$ cat src/verilog/sps_pkg.sv
// Shared constants and types for the synchronous serial port in SPI mode.
// Assumes a 25 MHz system clock and a byte-addressed Avalon-MM register bus.
package sps_pkg;

  // ==========================================================================
  // Register map (byte addresses, one 32-bit word each)
  // ==========================================================================
  localparam int          ADDR_W   = 4;
  localparam logic [3:0]  STAT_OFS = 4'h0;   // serial_port_status
  localparam logic [3:0]  CTRL_OFS = 4'h4;   // serial_port_control_one
  localparam logic [3:0]  BUF_OFS  = 4'h8;   // transfer_buffer

  // ==========================================================================
  // Field positions and values after reset
  // ==========================================================================
  localparam int          CTRL_WRITE_COLLISION_BIT = 7;      // write_collision
  localparam int          CTRL_OV_BIT   = 6;      // receive_overflow
  localparam int          CTRL_EN_BIT   = 5;      // port_enable
  localparam int          CTRL_CKP_BIT  = 4;      // clock_polarity
  localparam int          STAT_SMP_BIT  = 7;      // sample_phase
  localparam int          STAT_CKE_BIT  = 6;      // clock edge select
  localparam logic [7:0]  CTRL_RESET    = 8'h00;
  localparam logic [7:0]  STAT_RESET    = 8'h00;
  localparam logic [7:0]  BUF_RESET     = 8'h00;

  // ==========================================================================
  // Port modes and transfer timing
  // ==========================================================================
  typedef enum logic [3:0] {
    MODE_MST_DIV4  = 4'h0,   // master, serial clock = system clock / 4
    MODE_MST_DIV16 = 4'h1,   // master, serial clock = system clock / 16
    MODE_MST_DIV64 = 4'h2,   // master, serial clock = system clock / 64
    MODE_MST_TMR   = 4'h3,   // master, serial clock = timer_two output / 2
    MODE_SLV_SS    = 4'h4,   // slave, select pin honoured
    MODE_SLV_NOSS  = 4'h5    // slave, select pin ignored
  } sps_mode_t;

  typedef enum logic {
    MST_IDLE = 1'b0,         // serial clock parked at idle level
    MST_RUN  = 1'b1          // word in flight
  } sps_mst_state_t;

  localparam int          DIV_FAST     = 4;
  localparam int          DIV_MID      = 16;
  localparam int          DIV_SLOW     = 64;
  localparam int          CNT_W        = 5;
  localparam logic [4:0]  HALF_FAST    = 5'(DIV_FAST / 2 - 1);   // last count
  localparam logic [4:0]  HALF_MID     = 5'(DIV_MID / 2 - 1);
  localparam logic [4:0]  HALF_SLOW    = 5'(DIV_SLOW / 2 - 1);
  localparam int          WORD_BITS    = 8;
  localparam logic [3:0]  LAST_BIT     = 4'(WORD_BITS - 1);
  localparam logic [4:0]  LAST_EDGE    = 5'(2 * WORD_BITS - 1);
  localparam logic [4:0]  LATE_EDGE    = 5'(2 * WORD_BITS);

  // Last count of the half-period divider for a master mode
  function automatic logic [4:0] halfLimit(input logic [3:0] mode);
    if (mode == MODE_MST_DIV16) return HALF_MID;
    else if (mode == MODE_MST_DIV64) return HALF_SLOW;
    else return HALF_FAST;
  endfunction

endpackage

$ cat src/verilog/sps_spi_port.sv
// Synchronous serial port, SPI mode: registers, master engine, slave engine.
// Assumes Avalon-MM master on mclk; pins are resolved outside from enables.
//
// Decided for this implementation: the Avalon-MM register port and the address map.
`timescale 1ns/10ps

module sps_spi_port
  import sps_pkg::*;
(
  input  wire logic        mclk,
  input  wire logic        reset,
  input  wire logic [3:0]  avsAddress,
  input  wire logic        avsRead,
  input  wire logic        avsWrite,
  input  wire logic [31:0] avsWriteData,
  input  wire logic [3:0]  avsByteEnable,
  output logic      [31:0] avsReadData,
  output logic             avsWaitRequest,
  input  wire logic        timerTick,
  input  wire logic        sckIn,
  output logic             sckOut,
  output logic             sckOe,
  input  wire logic        sdiIn,
  output logic             sdoOut,
  output logic             sdoOe,
  input  wire logic        slaveSelN,
  output logic             portPinsSelect,
  output logic             portIntPulse
);

  typedef struct packed {
    logic           ctrlWcol;    // write_collision
    logic           ctrlOv;      // receive_overflow
    logic           ctrlEn;      // port_enable
    logic           ctrlCkp;     // clock_polarity
    logic [3:0]     ctrlMode;    // port_mode_field
    logic           statSmp;     // sample_phase
    logic           statCke;     // clock edge select
    logic           bufFull;     // buffer_full
    logic [7:0]     bufData;     // transfer_buffer
    logic [7:0]     shifter;     // transfer_shifter
    logic           rxBit;       // Last sampled input bit
    logic [3:0]     bitCount;    // Slave bits received
    logic [4:0]     edgeCount;   // Master half periods done
    sps_mst_state_t mstState;    // Master engine
    logic           sckLevel;    // Driven serial clock
    logic           sckOe;       // Clock pin drive
    logic           sdoOe;       // Data pin drive
    logic           pinSel;      // Pins owned by port
    logic           intPulse;    // port_interrupt_flag event
    logic           sckPrev;     // Slave clock, last cycle
    logic           waitReq;     // Bus wait
    logic [7:0]     readData;    // Bus read word
  } sps_port_state_t;

  sps_port_state_t r_reg;
  sps_port_state_t r_next;

  logic       halfTick;          // Master half period ends
  logic       sckSync;           // Synchronised pins
  logic       sdiSync;
  logic       ssNSync;
  logic       isMaster;          // Mode decode
  logic       isSlave;
  logic       busyNow;           // Transfer in progress
  logic       accept;            // Bus request taken this edge
  logic       wrLow;             // Accepted write to low byte
  logic       done;              // Word complete
  logic [7:0] doneByte;          // Word just received
  logic       sampleNow;         // Master sample point
  logic       shiftNow;          // Master output point
  logic       newBit;            // Bit entering shifter
  logic       leadEdge;          // Slave clock leaves idle
  logic       trailEdge;         // Slave clock returns to idle
  logic [4:0] lastEdge;          // Master final half period

  // ==========================================================================
  // Pin synchronisers and master clock divider
  // ==========================================================================
  sps_sync #(
    .WIDTH    (3)
  ) u_sync (
    .mclk     (mclk),
    .reset    (reset),
    .pinAsync ({sckIn, sdiIn, slaveSelN}),
    .pinSync  ({sckSync, sdiSync, ssNSync})
  );

  sps_clk_div u_div (
    .mclk      (mclk),
    .reset     (reset),
    .run       (r_reg.ctrlEn && isMaster && (r_reg.mstState == MST_RUN)),
    .mode      (r_reg.ctrlMode),
    .timerTick (timerTick),
    .halfTick  (halfTick)
  );

  // ==========================================================================
  // Next state
  // ==========================================================================
  always_comb
  begin
    r_next    = r_reg;
    done      = 1'b0;
    doneByte  = 8'h00;
    sampleNow = 1'b0;
    shiftNow  = 1'b0;
    newBit    = r_reg.rxBit;
    lastEdge  = (r_reg.statCke && r_reg.statSmp) ? LATE_EDGE : LAST_EDGE;
    isMaster  = (r_reg.ctrlMode[3:2] == 2'b00);
    isSlave   = (r_reg.ctrlMode == MODE_SLV_SS) || (r_reg.ctrlMode == MODE_SLV_NOSS);
    busyNow   = isMaster ? (r_reg.mstState == MST_RUN) : (r_reg.bitCount != 4'h0);
    accept    = (avsRead || avsWrite) && !r_reg.waitReq;
    wrLow     = accept && avsWrite && avsByteEnable[0];
    leadEdge  = (sckSync != r_reg.sckPrev) && (sckSync != r_reg.ctrlCkp);
    trailEdge = (sckSync != r_reg.sckPrev) && (sckSync == r_reg.ctrlCkp);
    r_next.intPulse = 1'b0;
    r_next.sckPrev  = sckSync;

    // Bus: answer one cycle after the request appears
    r_next.waitReq = !((avsRead || avsWrite) && r_reg.waitReq);
    if ((avsRead || avsWrite) && r_reg.waitReq)
    begin
      if (avsAddress == STAT_OFS)
        r_next.readData = {r_reg.statSmp, r_reg.statCke, 5'h00, r_reg.bufFull};
      else if (avsAddress == CTRL_OFS)
        r_next.readData = {r_reg.ctrlWcol, r_reg.ctrlOv, r_reg.ctrlEn,
                           r_reg.ctrlCkp, r_reg.ctrlMode};
      else if (avsAddress == BUF_OFS)
        r_next.readData = r_reg.bufData;
      else
        r_next.readData = 8'h00;          // Unmapped reads zero
    end

    // Software writes
    if (wrLow && (avsAddress == STAT_OFS))
    begin
      r_next.statSmp = avsWriteData[STAT_SMP_BIT];
      r_next.statCke = avsWriteData[STAT_CKE_BIT];
    end
    else if (wrLow && (avsAddress == CTRL_OFS))
    begin
      r_next.ctrlWcol = avsWriteData[CTRL_WRITE_COLLISION_BIT];
      r_next.ctrlOv   = avsWriteData[CTRL_OV_BIT];
      r_next.ctrlEn   = avsWriteData[CTRL_EN_BIT];
      r_next.ctrlCkp  = avsWriteData[CTRL_CKP_BIT];
      r_next.ctrlMode = avsWriteData[3:0];
    end
    else if (wrLow && (avsAddress == BUF_OFS))
    begin
      if (r_reg.ctrlEn && busyNow)
        r_next.ctrlWcol = 1'b1;
      else
      begin
        r_next.bufData = avsWriteData[7:0];
        r_next.shifter = avsWriteData[7:0];
        if (r_reg.ctrlEn && isMaster)
        begin
          r_next.mstState  = MST_RUN;
          r_next.edgeCount = 5'h00;
        end
      end
    end

    // Reading the buffer empties it
    if (accept && avsRead && (avsAddress == BUF_OFS))
      r_next.bufFull = 1'b0;

    // Master engine: sixteen clock edges per word
    if (r_reg.ctrlEn && isMaster)
    begin
      case (r_reg.mstState)
        MST_IDLE:
        begin
          r_next.sckLevel = r_reg.ctrlCkp;
        end
        MST_RUN:
        begin
          if (halfTick)
          begin
            // Even edge leaves idle, odd edge returns to it
            if (r_reg.statSmp)
              sampleNow = r_reg.statCke ? (!r_reg.edgeCount[0] && r_reg.edgeCount != 5'h00)
                                        : r_reg.edgeCount[0];
            else
              sampleNow = r_reg.statCke ? r_reg.edgeCount[0] : !r_reg.edgeCount[0];
            shiftNow = r_reg.statCke
                       ? (!r_reg.edgeCount[0] && r_reg.edgeCount != 5'h00)
                       : r_reg.edgeCount[0];
            newBit = sampleNow ? sdiSync : r_reg.rxBit;
            r_next.rxBit = newBit;
            if (r_reg.edgeCount <= LAST_EDGE)
              r_next.sckLevel = !r_reg.sckLevel;
            if (r_reg.edgeCount == lastEdge)
            begin
              done            = 1'b1;
              doneByte        = {r_reg.shifter[6:0], newBit};
              r_next.mstState = MST_IDLE;
            end
            else if (shiftNow)
              r_next.shifter = {r_reg.shifter[6:0], newBit};
            r_next.edgeCount = r_reg.edgeCount + 5'd1;
          end
        end
        default:
        begin
          r_next.mstState = MST_IDLE;
        end
      endcase
    end

    // Slave engine: clock and data from the pins
    if (r_reg.ctrlEn && isSlave)
    begin
      if ((r_reg.ctrlMode == MODE_SLV_SS) && ssNSync)
      begin
        r_next.bitCount = 4'h0;
      end
      else
      begin
        if ((r_reg.statCke ? leadEdge : trailEdge) && (r_reg.bitCount != 4'h0))
          r_next.shifter = {r_reg.shifter[6:0], r_reg.rxBit};
        if (r_reg.statCke ? trailEdge : leadEdge)
        begin
          r_next.rxBit = sdiSync;
          if (r_reg.bitCount == LAST_BIT)
          begin
            done            = 1'b1;
            doneByte        = {r_reg.shifter[6:0], sdiSync};
            r_next.bitCount = 4'h0;
          end
          else
            r_next.bitCount = r_reg.bitCount + 4'd1;
        end
      end
    end

    // Word complete: hardware sets win over software clears
    if (done)
    begin
      r_next.intPulse = 1'b1;
      if (isSlave && r_next.bufFull)
        r_next.ctrlOv = 1'b1;
      else
      begin
        r_next.bufData = doneByte;
        r_next.shifter = doneByte;
        r_next.bufFull = 1'b1;
      end
    end

    // Disabled port: serial logic parked, pins released
    if (!r_reg.ctrlEn)
    begin
      r_next.mstState  = MST_IDLE;
      r_next.bitCount  = 4'h0;
      r_next.edgeCount = 5'h00;
      r_next.sckLevel  = r_reg.ctrlCkp;
    end
    r_next.pinSel = r_next.ctrlEn;
    r_next.sckOe  = r_next.ctrlEn && (r_next.ctrlMode[3:2] == 2'b00);
    r_next.sdoOe  = r_next.ctrlEn &&
                    ((r_next.ctrlMode[3:2] == 2'b00) || (r_next.ctrlMode == MODE_SLV_NOSS) ||
                     ((r_next.ctrlMode == MODE_SLV_SS) && !ssNSync));
  end

  // Register stage
  always_ff @(posedge mclk)
  begin
    if (reset)
    begin
      r_reg          <= '0;
      r_reg.waitReq  <= 1'b1;
      r_reg.bufData  <= BUF_RESET;
      r_reg.ctrlMode <= CTRL_RESET[3:0];
      r_reg.statSmp  <= STAT_RESET[STAT_SMP_BIT];
      r_reg.statCke  <= STAT_RESET[STAT_CKE_BIT];
      r_reg.mstState <= MST_IDLE;
    end
    else
      r_reg <= r_next;
  end

  // ==========================================================================
  // Outputs
  // ==========================================================================
  assign avsReadData    = {24'h000000, r_reg.readData};
  assign avsWaitRequest = r_reg.waitReq;
  assign sckOut         = r_reg.sckLevel;
  assign sckOe          = r_reg.sckOe;
  assign sdoOut         = r_reg.shifter[7];
  assign sdoOe          = r_reg.sdoOe;
  assign portPinsSelect = r_reg.pinSel;
  assign portIntPulse   = r_reg.intPulse;

  logic [4:0] sckToggles;        // Serial clock edges in this word
  always_ff @(posedge mclk)
  begin
    if (reset || (r_reg.mstState == MST_IDLE))
      sckToggles <= 5'h00;
    else if (r_next.sckLevel != r_reg.sckLevel)
      sckToggles <= sckToggles + 5'd1;
  end
endmodule // sps_spi_port

$ cat src/verilog/sps_sync.sv
// Two-flop synchroniser for a group of pin inputs.
// Assumes the pins are asynchronous to mclk; only the second stage is read.
`timescale 1ns/10ps
module sps_sync
  import sps_pkg::*;
#(
  parameter int WIDTH = 3
)(
  input  wire logic             mclk,
  input  wire logic             reset,
  input  wire logic [WIDTH-1:0] pinAsync,
  output logic      [WIDTH-1:0] pinSync
);

  if (WIDTH < 1) $error("sps_sync needs at least one bit");

  typedef struct packed {
    logic [WIDTH-1:0] stageOne;   // Metastable capture
    logic [WIDTH-1:0] stageTwo;   // Settled copy
  } sps_sync_t;

  sps_sync_t s_reg;
  sps_sync_t s_next;

  // ==========================================================================
  // Next state
  // ==========================================================================
  always_comb
  begin
    s_next          = s_reg;
    s_next.stageOne = pinAsync;
    s_next.stageTwo = s_reg.stageOne;
  end

  // Register stage
  always_ff @(posedge mclk)
  begin
    if (reset)
      s_reg <= '0;
    else
      s_reg <= s_next;
  end

  assign pinSync = s_reg.stageTwo;

endmodule // sps_sync

$ cat src/verilog/sps_clk_div.sv
// Half-period tick generator for the master serial clock.
// Assumes timerTick is a one-cycle pulse from a timer on the same clock.
`timescale 1ns/10ps
module sps_clk_div
  import sps_pkg::*;
(
  input  wire logic       mclk,
  input  wire logic       reset,
  input  wire logic       run,
  input  wire logic [3:0] mode,
  input  wire logic       timerTick,
  output logic            halfTick
);

  typedef struct packed {
    logic [CNT_W-1:0] count;   // Cycles into this half period
  } sps_div_t;

  sps_div_t d_reg;
  sps_div_t d_next;
  logic     wrap;              // Half period ends this cycle

  // ==========================================================================
  // Counter
  // ==========================================================================
  always_comb
  begin
    d_next = d_reg;
    wrap   = (d_reg.count == halfLimit(mode));
    if (!run || wrap)
      d_next.count = '0;       // Restart with each word
    else
      d_next.count = d_reg.count + 5'd1;
  end

  // Register stage
  always_ff @(posedge mclk)
  begin
    if (reset)
      d_reg <= '0;
    else
      d_reg <= d_next;
  end

  // Timer mode: each timer pulse is one half period
  assign halfTick = run && ((mode == MODE_MST_TMR) ? timerTick : wrap);

endmodule // sps_clk_div

$ cat config.mk
export PLATFORM = sky130hd
export DESIGN_NAME = sps_spi_port
export DESIGN_NICKNAME = d
export VERILOG_FILES = /design/src/verilog/sps_pkg.sv /design/src/verilog/sps_spi_port.sv /design/src/verilog/sps_sync.sv /design/src/verilog/sps_clk_div.sv
export SDC_FILE = /design/constraint.sdc
export NUM_CORES = 1
export LEC_CHECK = 0
export ABC_AREA = 0
export BUFFER_PORTS_ARGS = -buffer_cell sky130_fd_sc_hd__buf_2
export CORE_MARGIN = 3
export CORE_UTILIZATION = 52
export CTS_BUF_LIST = sky130_fd_sc_hd__clkbuf_16
export DETAILED_ROUTE_END_ITERATION = 8
export GPL_ROUTABILITY_DRIVEN = 0
export HOLD_SLACK_MARGIN = 0.1
export PLACE_DENSITY_LB_ADDON = 0.05
export SLEW_MARGIN = 10
export SYNTH_ARGS = -nofsm -noshare
export SYNTH_HDL_FRONTEND = slang
export SYNTH_SLANG_ARGS = --single-unit
$ cat constraint.sdc
create_clock -name mclk -period 2.38 [get_ports mclk]
set_input_delay 0.595 -clock mclk [delete_from_list [all_inputs] [get_ports mclk]]
set_output_delay 0.595 -clock mclk [all_outputs]
set_load 0.005 [all_outputs]
* Yosys cells after proc, flatten, opt, wreduce, memory -nomap -nowiden
Cells that the tools add are included.
Storage, ports and cells: register bits after elaboration 63, latch bits 0, memory bits (writable) 0, memory bits (read-only) 0, input port bits 48, output and inout port bits 39, memories 0
Operators by class: add/subtract/negate cells 3, multiply operators 0, div/mod/pow operators 0, $lt $le $gt $ge 1, equality and inequality tests 18, shift operators 0, mux-type cells 71, bitwise logic cells 3, reductions and logical operators 49
Operator list (number):
- 2-to-1 mux 8 bit | 14
- 2-to-1 mux 16 bit | 4
- 2-to-1 mux 6 bit | 6
- 2-to-1 mux 9 bit | 4
- 2-to-1 mux 17 bit | 2
- 2-to-1 mux 1 bit | 29
- 2-to-1 mux 7 bit | 4
- equality test 4 x 3 -> 1 bit, second input constant | 6
- logical AND 1 bit | 24
- 2-to-1 mux 5 bit | 4
- 2-to-1 mux 13 bit | 1
- adder 5 x 1 -> 5 bit, second input constant | 2
- equality test 5 bit | 2
- equality test 4 x 2 -> 1 bit, second input constant | 2
- 2-to-1 mux 4 bit | 2
- zero test 1 bit | 6
- != test 3 x 2 -> 1 bit, second input constant | 2
- AND reduction 3 bit | 2
- nonzero test 2 bit | 3
- less-or-equal comparator 5 x 4 -> 1 bit, second input constant | 1
- logical OR 1 bit | 5
- nonzero test 5 bit | 1
- adder 4 x 1 -> 4 bit, second input constant | 1
- equality test 4 x 1 -> 1 bit, second input constant | 1
- other kinds (11) | 17

* Longest topological paths before layout
Gate-level depths: netlist of the first run.
depth in word-level cells 20, mapped depth 10, depth with buffers taken out 8

* Cells and area by module
A second synthesis of the first run with hierarchy kept.
Second synthesis, totals: cells, all modules 393, area, all modules 3535.9 µm²
By module, submodules not included:
- sps_spi_port | instances 1, cells an instance 348, area each 3078.0 µm²
- sps_clk_div | instances 1, cells an instance 33, area each 300.3 µm²
- sps_sync | instances 1, cells an instance 12, area each 157.7 µm²

* Least setup slack after synthesis of the first run
OpenSTA, ideal clock, no wires.
path kind input-to-reg, start in avsAddress[3], end reg r_reg[26] (netlist bit), setup time 0.125 ns, arrival 2.077 ns, slack 0.178 ns, cell stages on the path 8, buffers on the path 2, cells stage by stage buf_2 -> and2b_1 -> and3_1 -> nor2b_1 -> buf_2 -> mux2_1 -> o211ai_1 -> a21oi_2
On the way: word-level cells in the longest chain between the ends 15, elaborated cells between the ends (all ways) 22, those cells by class eq/ne (2); mux (14); reduce/logical (6)
Ends and longest elaborated chain:
- start, declared | line sps_spi_port.sv:12 | input wire logic [3:0] avsAddress,
- equality test 4 bit | line sps_spi_port.sv:149, sps_spi_port.sv:166
- logical AND 1 bit | line sps_spi_port.sv:149 | else if (wrLow && (avsAddress == BUF_OFS))
- 2-to-1 mux 16 bit | line sps_spi_port.sv:149
- 2-to-1 mux 16 bit | line sps_spi_port.sv:141 | else if (wrLow && (avsAddress == CTRL_OFS))
- 2-to-1 mux 16 bit | line sps_spi_port.sv:136 | if (wrLow && (avsAddress == STAT_OFS))
- 2-to-1 mux 8 bit | line sps_spi_port.sv:200 | else if (shiftNow)
- 2-to-1 mux 8 bit | line sps_spi_port.sv:194 | if (r_reg.edgeCount == lastEdge)
- 2-to-1 mux 9 bit | line sps_spi_port.sv:179 | if (halfTick)
- 2-to-1 mux 9 bit | line sps_spi_port.sv:172 | case (r_reg.mstState)
- 2-to-1 mux 9 bit | line sps_spi_port.sv:170 | if (r_reg.ctrlEn && isMaster)
- 2-to-1 mux 8 bit | line sps_spi_port.sv:221 | if ((r_reg.statCke ? leadEdge : trailEdge) && (r_reg.bitCount != 4'h0))
- 2-to-1 mux 9 bit | line sps_spi_port.sv:215 | if ((r_reg.ctrlMode == MODE_SLV_SS) && ssNSync)
- 2-to-1 mux 13 bit | line sps_spi_port.sv:213 | if (r_reg.ctrlEn && isSlave)
- 2-to-1 mux 17 bit | line sps_spi_port.sv:242 | if (isSlave && r_next.bufFull)
- 2-to-1 mux 17 bit (*) | line sps_spi_port.sv:239 | if (done)
- end signal, assigned | line sps_spi_port.sv:281 | r_reg <= r_next;
- end, declared | line sps_spi_port.sv:56 | sps_port_state_t r_reg;
Every way passes the cells marked *; elsewhere a longest branch is shown, timed or not. A chain may end at the register's enable or synchronous reset.

* Worst setup path after layout of the first run
start reg r_reg[16] (netlist bit), end reg r_reg[34] (netlist bit)
On the way: word-level cells in the longest chain between the ends 18, elaborated cells between the ends (all ways) 29, those cells by class eq/ne (1); mux (25); reduce/logical (3)
Ends and longest elaborated chain:
- nonzero test 5 bit / zero test 1 bit (equally long branches) | line sps_spi_port.sv:183, sps_spi_port.sv:186
- logical AND 1 bit | line sps_spi_port.sv:183 | sampleNow = r_reg.statCke ? (!r_reg.edgeCount[0] && r_reg.edgeCount != 5'h00)
- 2-to-1 mux 1 bit | line sps_spi_port.sv:183
- 2-to-1 mux 1 bit | line sps_spi_port.sv:182 | if (r_reg.statSmp)
- 2-to-1 mux 1 bit | line sps_spi_port.sv:179
- 2-to-1 mux 1 bit | line sps_spi_port.sv:172
- 2-to-1 mux 1 bit | line sps_spi_port.sv:170
- 2-to-1 mux 1 bit | line sps_spi_port.sv:190 | newBit = sampleNow ? sdiSync : r_reg.rxBit;
- [... 2 more ...]
- 2-to-1 mux 8 bit | line sps_spi_port.sv:172
- 2-to-1 mux 8 bit | line sps_spi_port.sv:170
- 2-to-1 mux 8 bit | line sps_spi_port.sv:226 | if (r_reg.bitCount == LAST_BIT)
- 2-to-1 mux 8 bit | line sps_spi_port.sv:223 | if (r_reg.statCke ? trailEdge : leadEdge)
- 2-to-1 mux 8 bit | line sps_spi_port.sv:215
- 2-to-1 mux 8 bit | line sps_spi_port.sv:213
- 2-to-1 mux 17 bit | line sps_spi_port.sv:242
- 2-to-1 mux 17 bit (*) | line sps_spi_port.sv:239
Every way passes the cells marked *; elsewhere a longest branch is shown, timed or not. The select of a mux whose other input is x is not followed.

==> results of run 1 <==
## power by group through the flow
stage	Combinational (mW)	Clock [mW]	Sequential [mW]
after global routing	0.114	1.33	1.07
after floorplan	0.0814	0	1.09
after global placement	0.0991	0	1.09
after CTS	0.100	1.29	1.07
final	0.101	1.26	1.07
after detailed placement	0.0998	0	1.09
## Yosys cell counts (all sizes together), types with 6 or more instances
library cell and number:
a211oi 18, mux2i 31, nand3 9, a22oi 9, inv 13, nor3 7
a21oi 27, buf 46, nand2 12, nor2b 13, o21ai 14, dfxtp 63
ha 6, nor2 46
## critical path, cell delays in order (launching register included)
cell and delay [ns]:
dfxtp_1 0.37, inv_1 0.08, ha_1 0.13, or4b_1 0.43, a21o_1 0.22, a211o_1 0.32, a31o_1 0.22, a31o_1 0.21
a21oi_2 0.12
## repair_timing
item	CTS	global route
endpoints found under the hold margin	0	0
hold buffers	0	0
setup endpoints to repair	0	7
setup buffers	0	1
gates resized for setup	0	2
## area by class of cell
cell class / count / area, um^2
Fill cell: 565 / 2370
Sequential cell: 63 / 1260
Clock buffer: 9 / 225
Timing Repair Buffer: 65 / 438
Clock inverter: 7 / 63.8
Inverter: 13 / 48.8
Multi-Input combinational cell: 288 / 1990
Tap cell: 77 / 96.3
## path summary, 6_finish.rpt
| check | depth (start not counted) | slack [ns] | endpoint | from |
|---|---|---|---|---|
| worst min register to register | 1 | 0.44 | u_sync.pinSync[0]$_SDFF_PP0_ | u_sync.s_next[0]$_SDFF_PP0_ |
| worst min-delay path | 1 | 0.44 | u_sync.pinSync[0]$_SDFF_PP0_ | u_sync.s_next[0]$_SDFF_PP0_ |
| worst max register to register | 8 | 0.22 | r_reg[34]$_SDFF_PP0_ | r_reg[16]$_SDFF_PP0_ |
| worst max-delay path | 8 | 0.22 | r_reg[34]$_SDFF_PP0_ | r_reg[16]$_SDFF_PP0_ |
## cells by family after synthesis
logic type	synth area share
mux	0.0909
fa+ha+maj	0.0210
xor+xnor	0.0119
simple gates	0.185
flops	0.353
buf+inv	0.115
compound gates	0.222
other cells	0.00105
## stage by stage
| stage | setup slack [ns] | hold slack, ns | instance area, um^2 | utilization | cells |
|---|---|---|---|---|---|
| 3_5_place_dp | 0.0310 | 0.427 | 3820 | 0.588 | 505 |
| 2_1_floorplan | 0.178 | 0.414 | 3660 | - | 415 |
| 4_1_cts | 0.113 | 0.439 | 4110 | 0.632 | 521 |
| 5_1_grt | 0.0632 | 0.458 | 4130 | 0.636 | 522 |
| 6_report | 0.222 | 0.438 | 4130 | 0.636 | 522 |
| 3_3_place_gp | 0.0340 | 0.418 | 3820 | 0.588 | 505 |
## metal layers
layer | vias up | part of all wire | track usage
met5 | - | 0 | 0
met4 | 0 | 0.016 | 0.0825
met3 | 10 | 0.051 | 0.0332
met2 | 75 | 0.44 | 0.323
met1 | 1360 | 0.49 | 0.301
li1 | 1467 | - | -
==> impl_metrics.yaml, run 1 <==
status:
  status: "finished, final reports clean"
power:
  ir_drop_mv: 0.429
  switching_share: 0.218
  finalPower_mw: 2.43
  p_clk_frac: 0.520
  seq_power_share: 0.439
  p_comb_frac: 0.042
  internal_power_mw: 1.90
  p_per_area_nw_per_um2: 590
  power_leakage_nw: 1.69
  p_sw_mw: 0.531
sta:
  setup-tns-final_ns: 0
  hold_viol: 0
  slew-limit-headroom: 0.542
  worstMarginPinSlew_ns: 0.683
  fin_crit_sh: 0.907
  finalSetupViolCount: 0
  clock_skew_ns: 0.00463
  clock.fmax_mhz: 463
  rsz0062_at_grt: "false"
  period_minus_slack_ns: 2.16
  drv_slew: 0
logic_synthesis:
  synth_edf_count: 0
  synthFlopType: "dfxtp_1"
  syn_inst: 392
  syn_area_per_cell_um2: 9.13
  yosysTopAreaCell: "dfxtp_1"
  ys_types: 75
  async_flop_share: 0
  yosysWarnings: 0
  synth_top_area_frac: 0.353
  netlist_area_um2: 3580
  ys_ff_latch: 63
  yosysSeqAreaShare: 0.353
  synth_area_leaders: "dfxtp_1, mux2i_1, buf_4"
clock_network:
  clock_latency_ns: 0.32
  ctsLongestPathBuffers: 2
  tritoncts: "yes"
  cts_buffers: 9
  root_buffer: "clkbuf_16"
  clkTransAtPathRegs_ns: 0.05
  cts_num_sinks: 63
  htree_levels: 3
cells_and_area:
  nets: 494
  drive_gt1_frac: 0.252
  most-common-layout-cells: "dfxtp_1, nor2_1, buf_2"
  syn2layout_area_growth_pct: 15.4
  mostFrequentLayoutCell: "dfxtp_1"
  num_antenna_cells: 0
  largest_reg_flops: 37
critical_path:
  crit_required_ns: 2.63
  cp-end-kind: "register"
  worstPathArrival_ns: 2.41
  cp_max_fo: 8
  cp-start-kind: "register"
  critPathKind: "reg -> reg"
routing:
  post-route-drc-count: 0
  drt_iter0_drc: 167
  dr_total_vias: 2912
  routed_wl_um: 7900
  wl_per_cell_um: 15.1
  first_pass_iters: 4
  ant_nets: 0
  vias_per_cell: 5.58
global_routing:
  grt_pass1_wl_um: 12900
  grt_pass1_vias: 2628
  track_usage: 0.212
  grt_max_degree: 23
  antenna_found_initial: 0
  overflow: 0
die:
  ioPinCount: 87
  die_w_um: 88.9
  fp-row-count: 29
  dieArea_um2: 7910
  start_util: 0.551
  die_h_um: 88.9
  coreArea_um2: 6490
placement:
  hpwl_um: 5850
  io_buffers: 35
job:
  cap_violations: 0
worst_hold_path:
  worstHoldPathType: "reg -> reg"
(Power assumes the default switching activity.)
==> inputs of run 2 (changes only) <==
--- a/config.mk
+++ b/config.mk
@@ -7,7 +7,6 @@
 export LEC_CHECK = 0
 export ABC_AREA = 0
 export BUFFER_PORTS_ARGS = -buffer_cell sky130_fd_sc_hd__buf_2
-export CORE_MARGIN = 3
 export CORE_UTILIZATION = 52
 export CTS_BUF_LIST = sky130_fd_sc_hd__clkbuf_16
 export DETAILED_ROUTE_END_ITERATION = 8
==> run 2 against run 1 <==
The run now ends with DRC left. Global-route usage up 1.7 points. Fmax down 0.32%. Register-to-register slack about the same. Clock power up 11%.
==> impl_metrics.yaml, run 2 (same netlist as run 1, synthesis figures left out) <==
status:
  status: "finished with violations"
  violations: "DRC"
placement:
  placed_cell_area_um2: 3800
  hpwl_um: 5790
  io_buffers: 35
routing:
  dr_total_vias: 2917
  post-route-drc-count: 9
  vias_per_cell: 5.59
  wl_per_cell_um: 15.2
  first_pass_iters: 7
  routed_wl_um: 7920
  ant_nets: 0
  drt_iter0_drc: 207
job:
  cap_violations: 0
cells_and_area:
  drive_gt1_frac: 0.256
  nets: 494
  most-common-layout-cells: "dfxtp_1, nor2_1, buf_2"
  num_antenna_cells: 0
  design_area_um2: 4150
  syn2layout_area_growth_pct: 16.0
  fin_util: 0.639
  mostFrequentLayoutCell: "dfxtp_1"
  largest_reg_flops: 37
power:
  p_per_area_nw_per_um2: 619
  finalPower_mw: 2.57
  ir_drop_mv: 0.421
  power_leakage_nw: 1.70
sta:
  finalSetupViolCount: 0
  clock_skew_ns: 0.00729
  period_minus_slack_ns: 2.16
  fin_hold_ws_ns: 0.433
  slew-limit-headroom: 0.540
  worstMarginPinSlew_ns: 0.685
  fin_crit_sh: 0.910
  setup-tns-final_ns: 0
  clock.fmax_mhz: 462
  hold_viol: 0
  rsz0062_at_grt: "false"
  drv_slew: 0
global_routing:
  antenna_found_initial: 0
  grt_pass1_vias: 2704
  track_usage: 0.229
  grt_pass1_wl_um: 12900
  grt_max_degree: 33
  overflow: 0
clock_network:
  cts_buffers: 9
  clock_latency_ns: 0.32
  hold_buffers: 0
  root_buffer: "clkbuf_16"
  tritoncts: "yes"
  ctsLongestPathBuffers: 2
  cts_num_sinks: 63
  clkTransAtPathRegs_ns: 0.05
  htree_levels: 3
worst_hold_path:
  worstHoldPathType: "reg -> reg"
  hp-start: "u_sync.s_next[0]$_SDFF_PP0_"
  hold_depth: 1
  hold_end: "u_sync.pinSync[0]$_SDFF_PP0_"
critical_path:
  reg2reg_from: "r_reg[16]$_SDFF_PP0_"
  cp_max_fo: 8
  cp-start-kind: "register"
  r2r_setup_slack_ns: 0.22
  crit_required_ns: 2.58
  cp-end-kind: "register"
  critPathKind: "reg -> reg"
  worstPathArrival_ns: 2.36
  r2r_end: "sdoOut$_SDFF_PP0_"
  r2r_cells: 9
die:
  die_h_um: 84.9
  coreArea_um2: 6490
  ioPinCount: 87
  dieArea_um2: 7210
  fp-row-count: 29
  die_w_um: 84.9
  start_util: 0.551
[run 2: cell count changes in the layout (fill, tap and decap cells not counted)]
cell / before / now
buf_12: 3 / 2
clkinv_2: 2 / 1
buf_4: 27 / 28
clkinv_1: 2 / 0
clkinvlp_4: 1 / 2
bufinv_16: 1 / 2
clkinv_4: 1 / 2
[run 2: power breakdown]
part	internal [mW]	switching (mW)	leakage [nW]
sequential	1.06	0.00473	0.510
combinational	0.0371	0.0624	1.04
clock	0.917	0.482	0.152
[run 2: worst max path at each step]
stage	start	end	slack, ns	depth (start not counted)
6_report	r_reg[16]$_SDFF_PP0_	sdoOut$_SDFF_PP0_	0.22	9
5_1_grt	r_reg[48]$_SDFF_PP0_	r_reg[29]$_SDFF_PP0_	0.08	8
3_3_place_gp	avsAddress[0]	r_reg[19]$_SDFF_PP0_	0.07	9
4_1_cts	r_reg[16]$_SDFF_PP0_	sdoOut$_SDFF_PP0_	0.11	8
2_1_floorplan	avsAddress[3]	r_reg[26]$_SDFF_PP0_	0.18	8
3_5_place_dp	avsAddress[0]	r_reg[18]$_SDFF_PP0_	0.06	9
[run 2: final cells by class]
cell class                      count  area (um^2)
Tap cell                           77         96.3
Fill cell                         587         2350
Timing Repair Buffer               65          425
Multi-Input combinational cell    288         1990
Inverter                           13         48.8
Clock inverter                      7         97.6
Clock buffer                        9          225
Sequential cell                    63         1260
[run 2: stage by stage]
step | setup slack (ns) | std cells
global route | 0.0759 | 522
CTS | 0.111 | 521
global placement | 0.0748 | 505
finish | 0.215 | 522
detailed placement | 0.0557 | 505
floorplan | 0.178 | 415
[run 2: critical path, stage by stage, from the launching register on]
cell and delay (ns):
dfxtp_1 0.37, inv_1 0.08, ha_1 0.13, or4b_1 0.43, a21o_1 0.22, o311ai_1 0.18
nor2_1 0.18, nor3_4 0.23, buf_12 0.15, a211oi_2 0.06
[run 2: repair_timing]
action / in CTS / in global routing
gates resized for setup: 0 / 2
endpoints found under the setup margin: 0 / 8
buffers inserted: 0 / 1
[run 2: per-layer routing]
layer	vias to the layer above	part of all wire	GRT usage
met4	0	0.010	0.0955
met2	77	0.45	0.360
met3	9	0.041	0.0370
met1	1377	0.49	0.313
met5	-	0	0
li1	1454	-	-
==> inputs of run 3 (changes only) <==
--- a/config.mk
+++ b/config.mk
@@ -7,7 +7,9 @@
 export LEC_CHECK = 0
 export ABC_AREA = 0
 export BUFFER_PORTS_ARGS = -buffer_cell sky130_fd_sc_hd__buf_2
-export CORE_UTILIZATION = 52
+export CELL_PAD_IN_SITES_DETAIL_PLACEMENT = 1
+export CELL_PAD_IN_SITES_GLOBAL_PLACEMENT = 1
+export CORE_UTILIZATION = 40
 export CTS_BUF_LIST = sky130_fd_sc_hd__clkbuf_16
 export DETAILED_ROUTE_END_ITERATION = 8
 export GPL_ROUTABILITY_DRIVEN = 0
==> run 3 against run 2 <==
The run now ends clean. Die area grew 29%. Flip-flop and latch count did not move. Final cell count is 7.5% higher. Wire length grew 18%. Power down 3.4%. Core utilization down 15 points. Clock skew is essentially flat. Sequential power hardly changed. Critical path type unchanged. Largest cell class unchanged. Highest routed layer unchanged.
==> impl_metrics.yaml, run 3 (same netlist as run 1, synthesis figures left out) <==
worst_hold_path:
  worstHoldPathType: "reg -> reg"
  hp-start: "u_sync.s_next[2]$_SDFF_PP0_"
cells_and_area:
  largest_reg_flops: 37
  mostFrequentLayoutCell: "dfxtp_1"
  nets: 502
  syn2layout_area_growth_pct: 18.2
  instances_no_fill: 561
  design_area_um2: 4230
  drive_gt1_frac: 0.267
  num_antenna_cells: 0
  most-common-layout-cells: "dfxtp_1, nor2_1, buf_4"
routing:
  routed_wl_um: 9360
  wl_per_cell_um: 16.7
  post-route-drc-count: 0
  dr_total_vias: 2982
  ant_nets: 0
  drt_iter0_drc: 101
  first_pass_iters: 4
  vias_per_cell: 5.32
clock_network:
  clock_latency_ns: 0.33
  clkTransAtPathRegs_ns: 0.05
  ctsLongestPathBuffers: 2
  hold_buffers: 0
  tritoncts: "yes"
  cts_buffers: 9
  htree_levels: 3
  cts_num_sinks: 63
  root_buffer: "clkbuf_16"
critical_path:
  r2r_setup_slack_ns: 0.13
  cp-start-kind: "register"
  critPathLaunch: "r_reg[16]$_SDFF_PP0_"
  cp-end-kind: "register"
  worstPathArrival_ns: 2.44
  crit_required_ns: 2.58
  reg2reg_from: "r_reg[16]$_SDFF_PP0_"
  cp_max_fo: 8
  critPathKind: "reg -> reg"
sta:
  worstMarginPinSlew_ns: 0.714
  period_minus_slack_ns: 2.25
  hold_viol: 0
  rsz0062_at_grt: "false"
  fin_crit_sh: 0.943
  setup_ws_ns: 0.135
  clock.fmax_mhz: 445
  clock_skew_ns: 0.00732
  drv_slew: 0
  slew-limit-headroom: 0.521
  finalSetupViolCount: 0
placement:
  io_buffers: 35
  pre_cts_slack_ns: -0.0494
  hpwl_um: 7000
  placed_cell_area_um2: 3900
  place_inst: 544
power:
  ir_drop_mv: 0.325
  p_per_area_nw_per_um2: 586
  power_leakage_nw: 1.73
die:
  dieArea_um2: 9320
  coreArea_um2: 8680
  fp-row-count: 34
  ioPinCount: 87
  start_util: 0.412
  die_h_um: 96.6
  die_w_um: 96.6
job:
  cap_violations: 0
global_routing:
  grt_pass1_vias: 2929
  grt_pass1_wl_um: 14900
  overflow: 0
  track_usage: 0.215
  antenna_found_initial: 0
  grt_max_degree: 33
status:
  status: "finished, final reports clean"
-- run 3: what timing repair did --
| item | 4_1_cts | 5_1_grt |
|---|---|---|
| pin swaps | 1 | 1 |
| resized for setup | 0 | 2 |
| cloned | 0 | 0 |
| setup endpoints to repair | 4 | 8 |
| buffers inserted | 0 | 1 |
-- run 3: metrics by stage --
stage / hold WS, ns / util / total power [mW] / TNS (ns)
2_1_floorplan: 0.414 / - / 1.17 / 0
3_3_place_gp: 0.417 / 0.450 / 1.19 / -0.0257
3_5_place_dp: 0.427 / 0.450 / 1.19 / -0.264
4_1_cts: 0.440 / 0.484 / 2.51 / 0
5_1_grt: 0.475 / 0.487 / 2.57 / 0
6_report: 0.435 / 0.487 / 2.48 / 0
-- run 3: final timing paths --
path / to / cells after the start
min reg2reg: u_sync.pinSync[2]$_SDFF_PP0_ / 1
min: u_sync.pinSync[2]$_SDFF_PP0_ / 1
max: sdoOut$_SDFF_PP0_ / 9
max reg2reg: sdoOut$_SDFF_PP0_ / 9
-- run 3: worst max-delay path, cell delays in order (launching register included) --
cell,delay (ns)
dfxtp_1,0.38
inv_1,0.09
ha_1,0.13
or4b_1,0.42
a21o_1,0.22
o311ai_1,0.19
nor2_1,0.20
nor3_4,0.26
buf_12,0.16
a211oi_2,0.06
-- run 3: layout make-up --
class	instances	area [um^2]
fill	1030	4450
sequential	63	1260
multi-input combinational	288	2000
timing repair buffer	73	485
tap	108	135
inverter	13	48.8
clock buffer	9	225
clock inverter	7	73.8
-- run 3: where the power goes --
group	internal (mW)	switching, mW	total (mW)	leakage [nW]
registers	1.06	0.00537	1.07	0.509
clock network	0.809	0.499	1.31	0.135
logic	0.0375	0.0644	0.102	1.08
total	1.91	0.569	2.48	1.73
-- run 3: per-layer routing --
layer / part of all wire / global-route usage
met1: 0.50 / 0.292
met2: 0.45 / 0.334
met3: 0.030 / 0.0360
met4: 0.023 / 0.0931
met5: 0 / 0
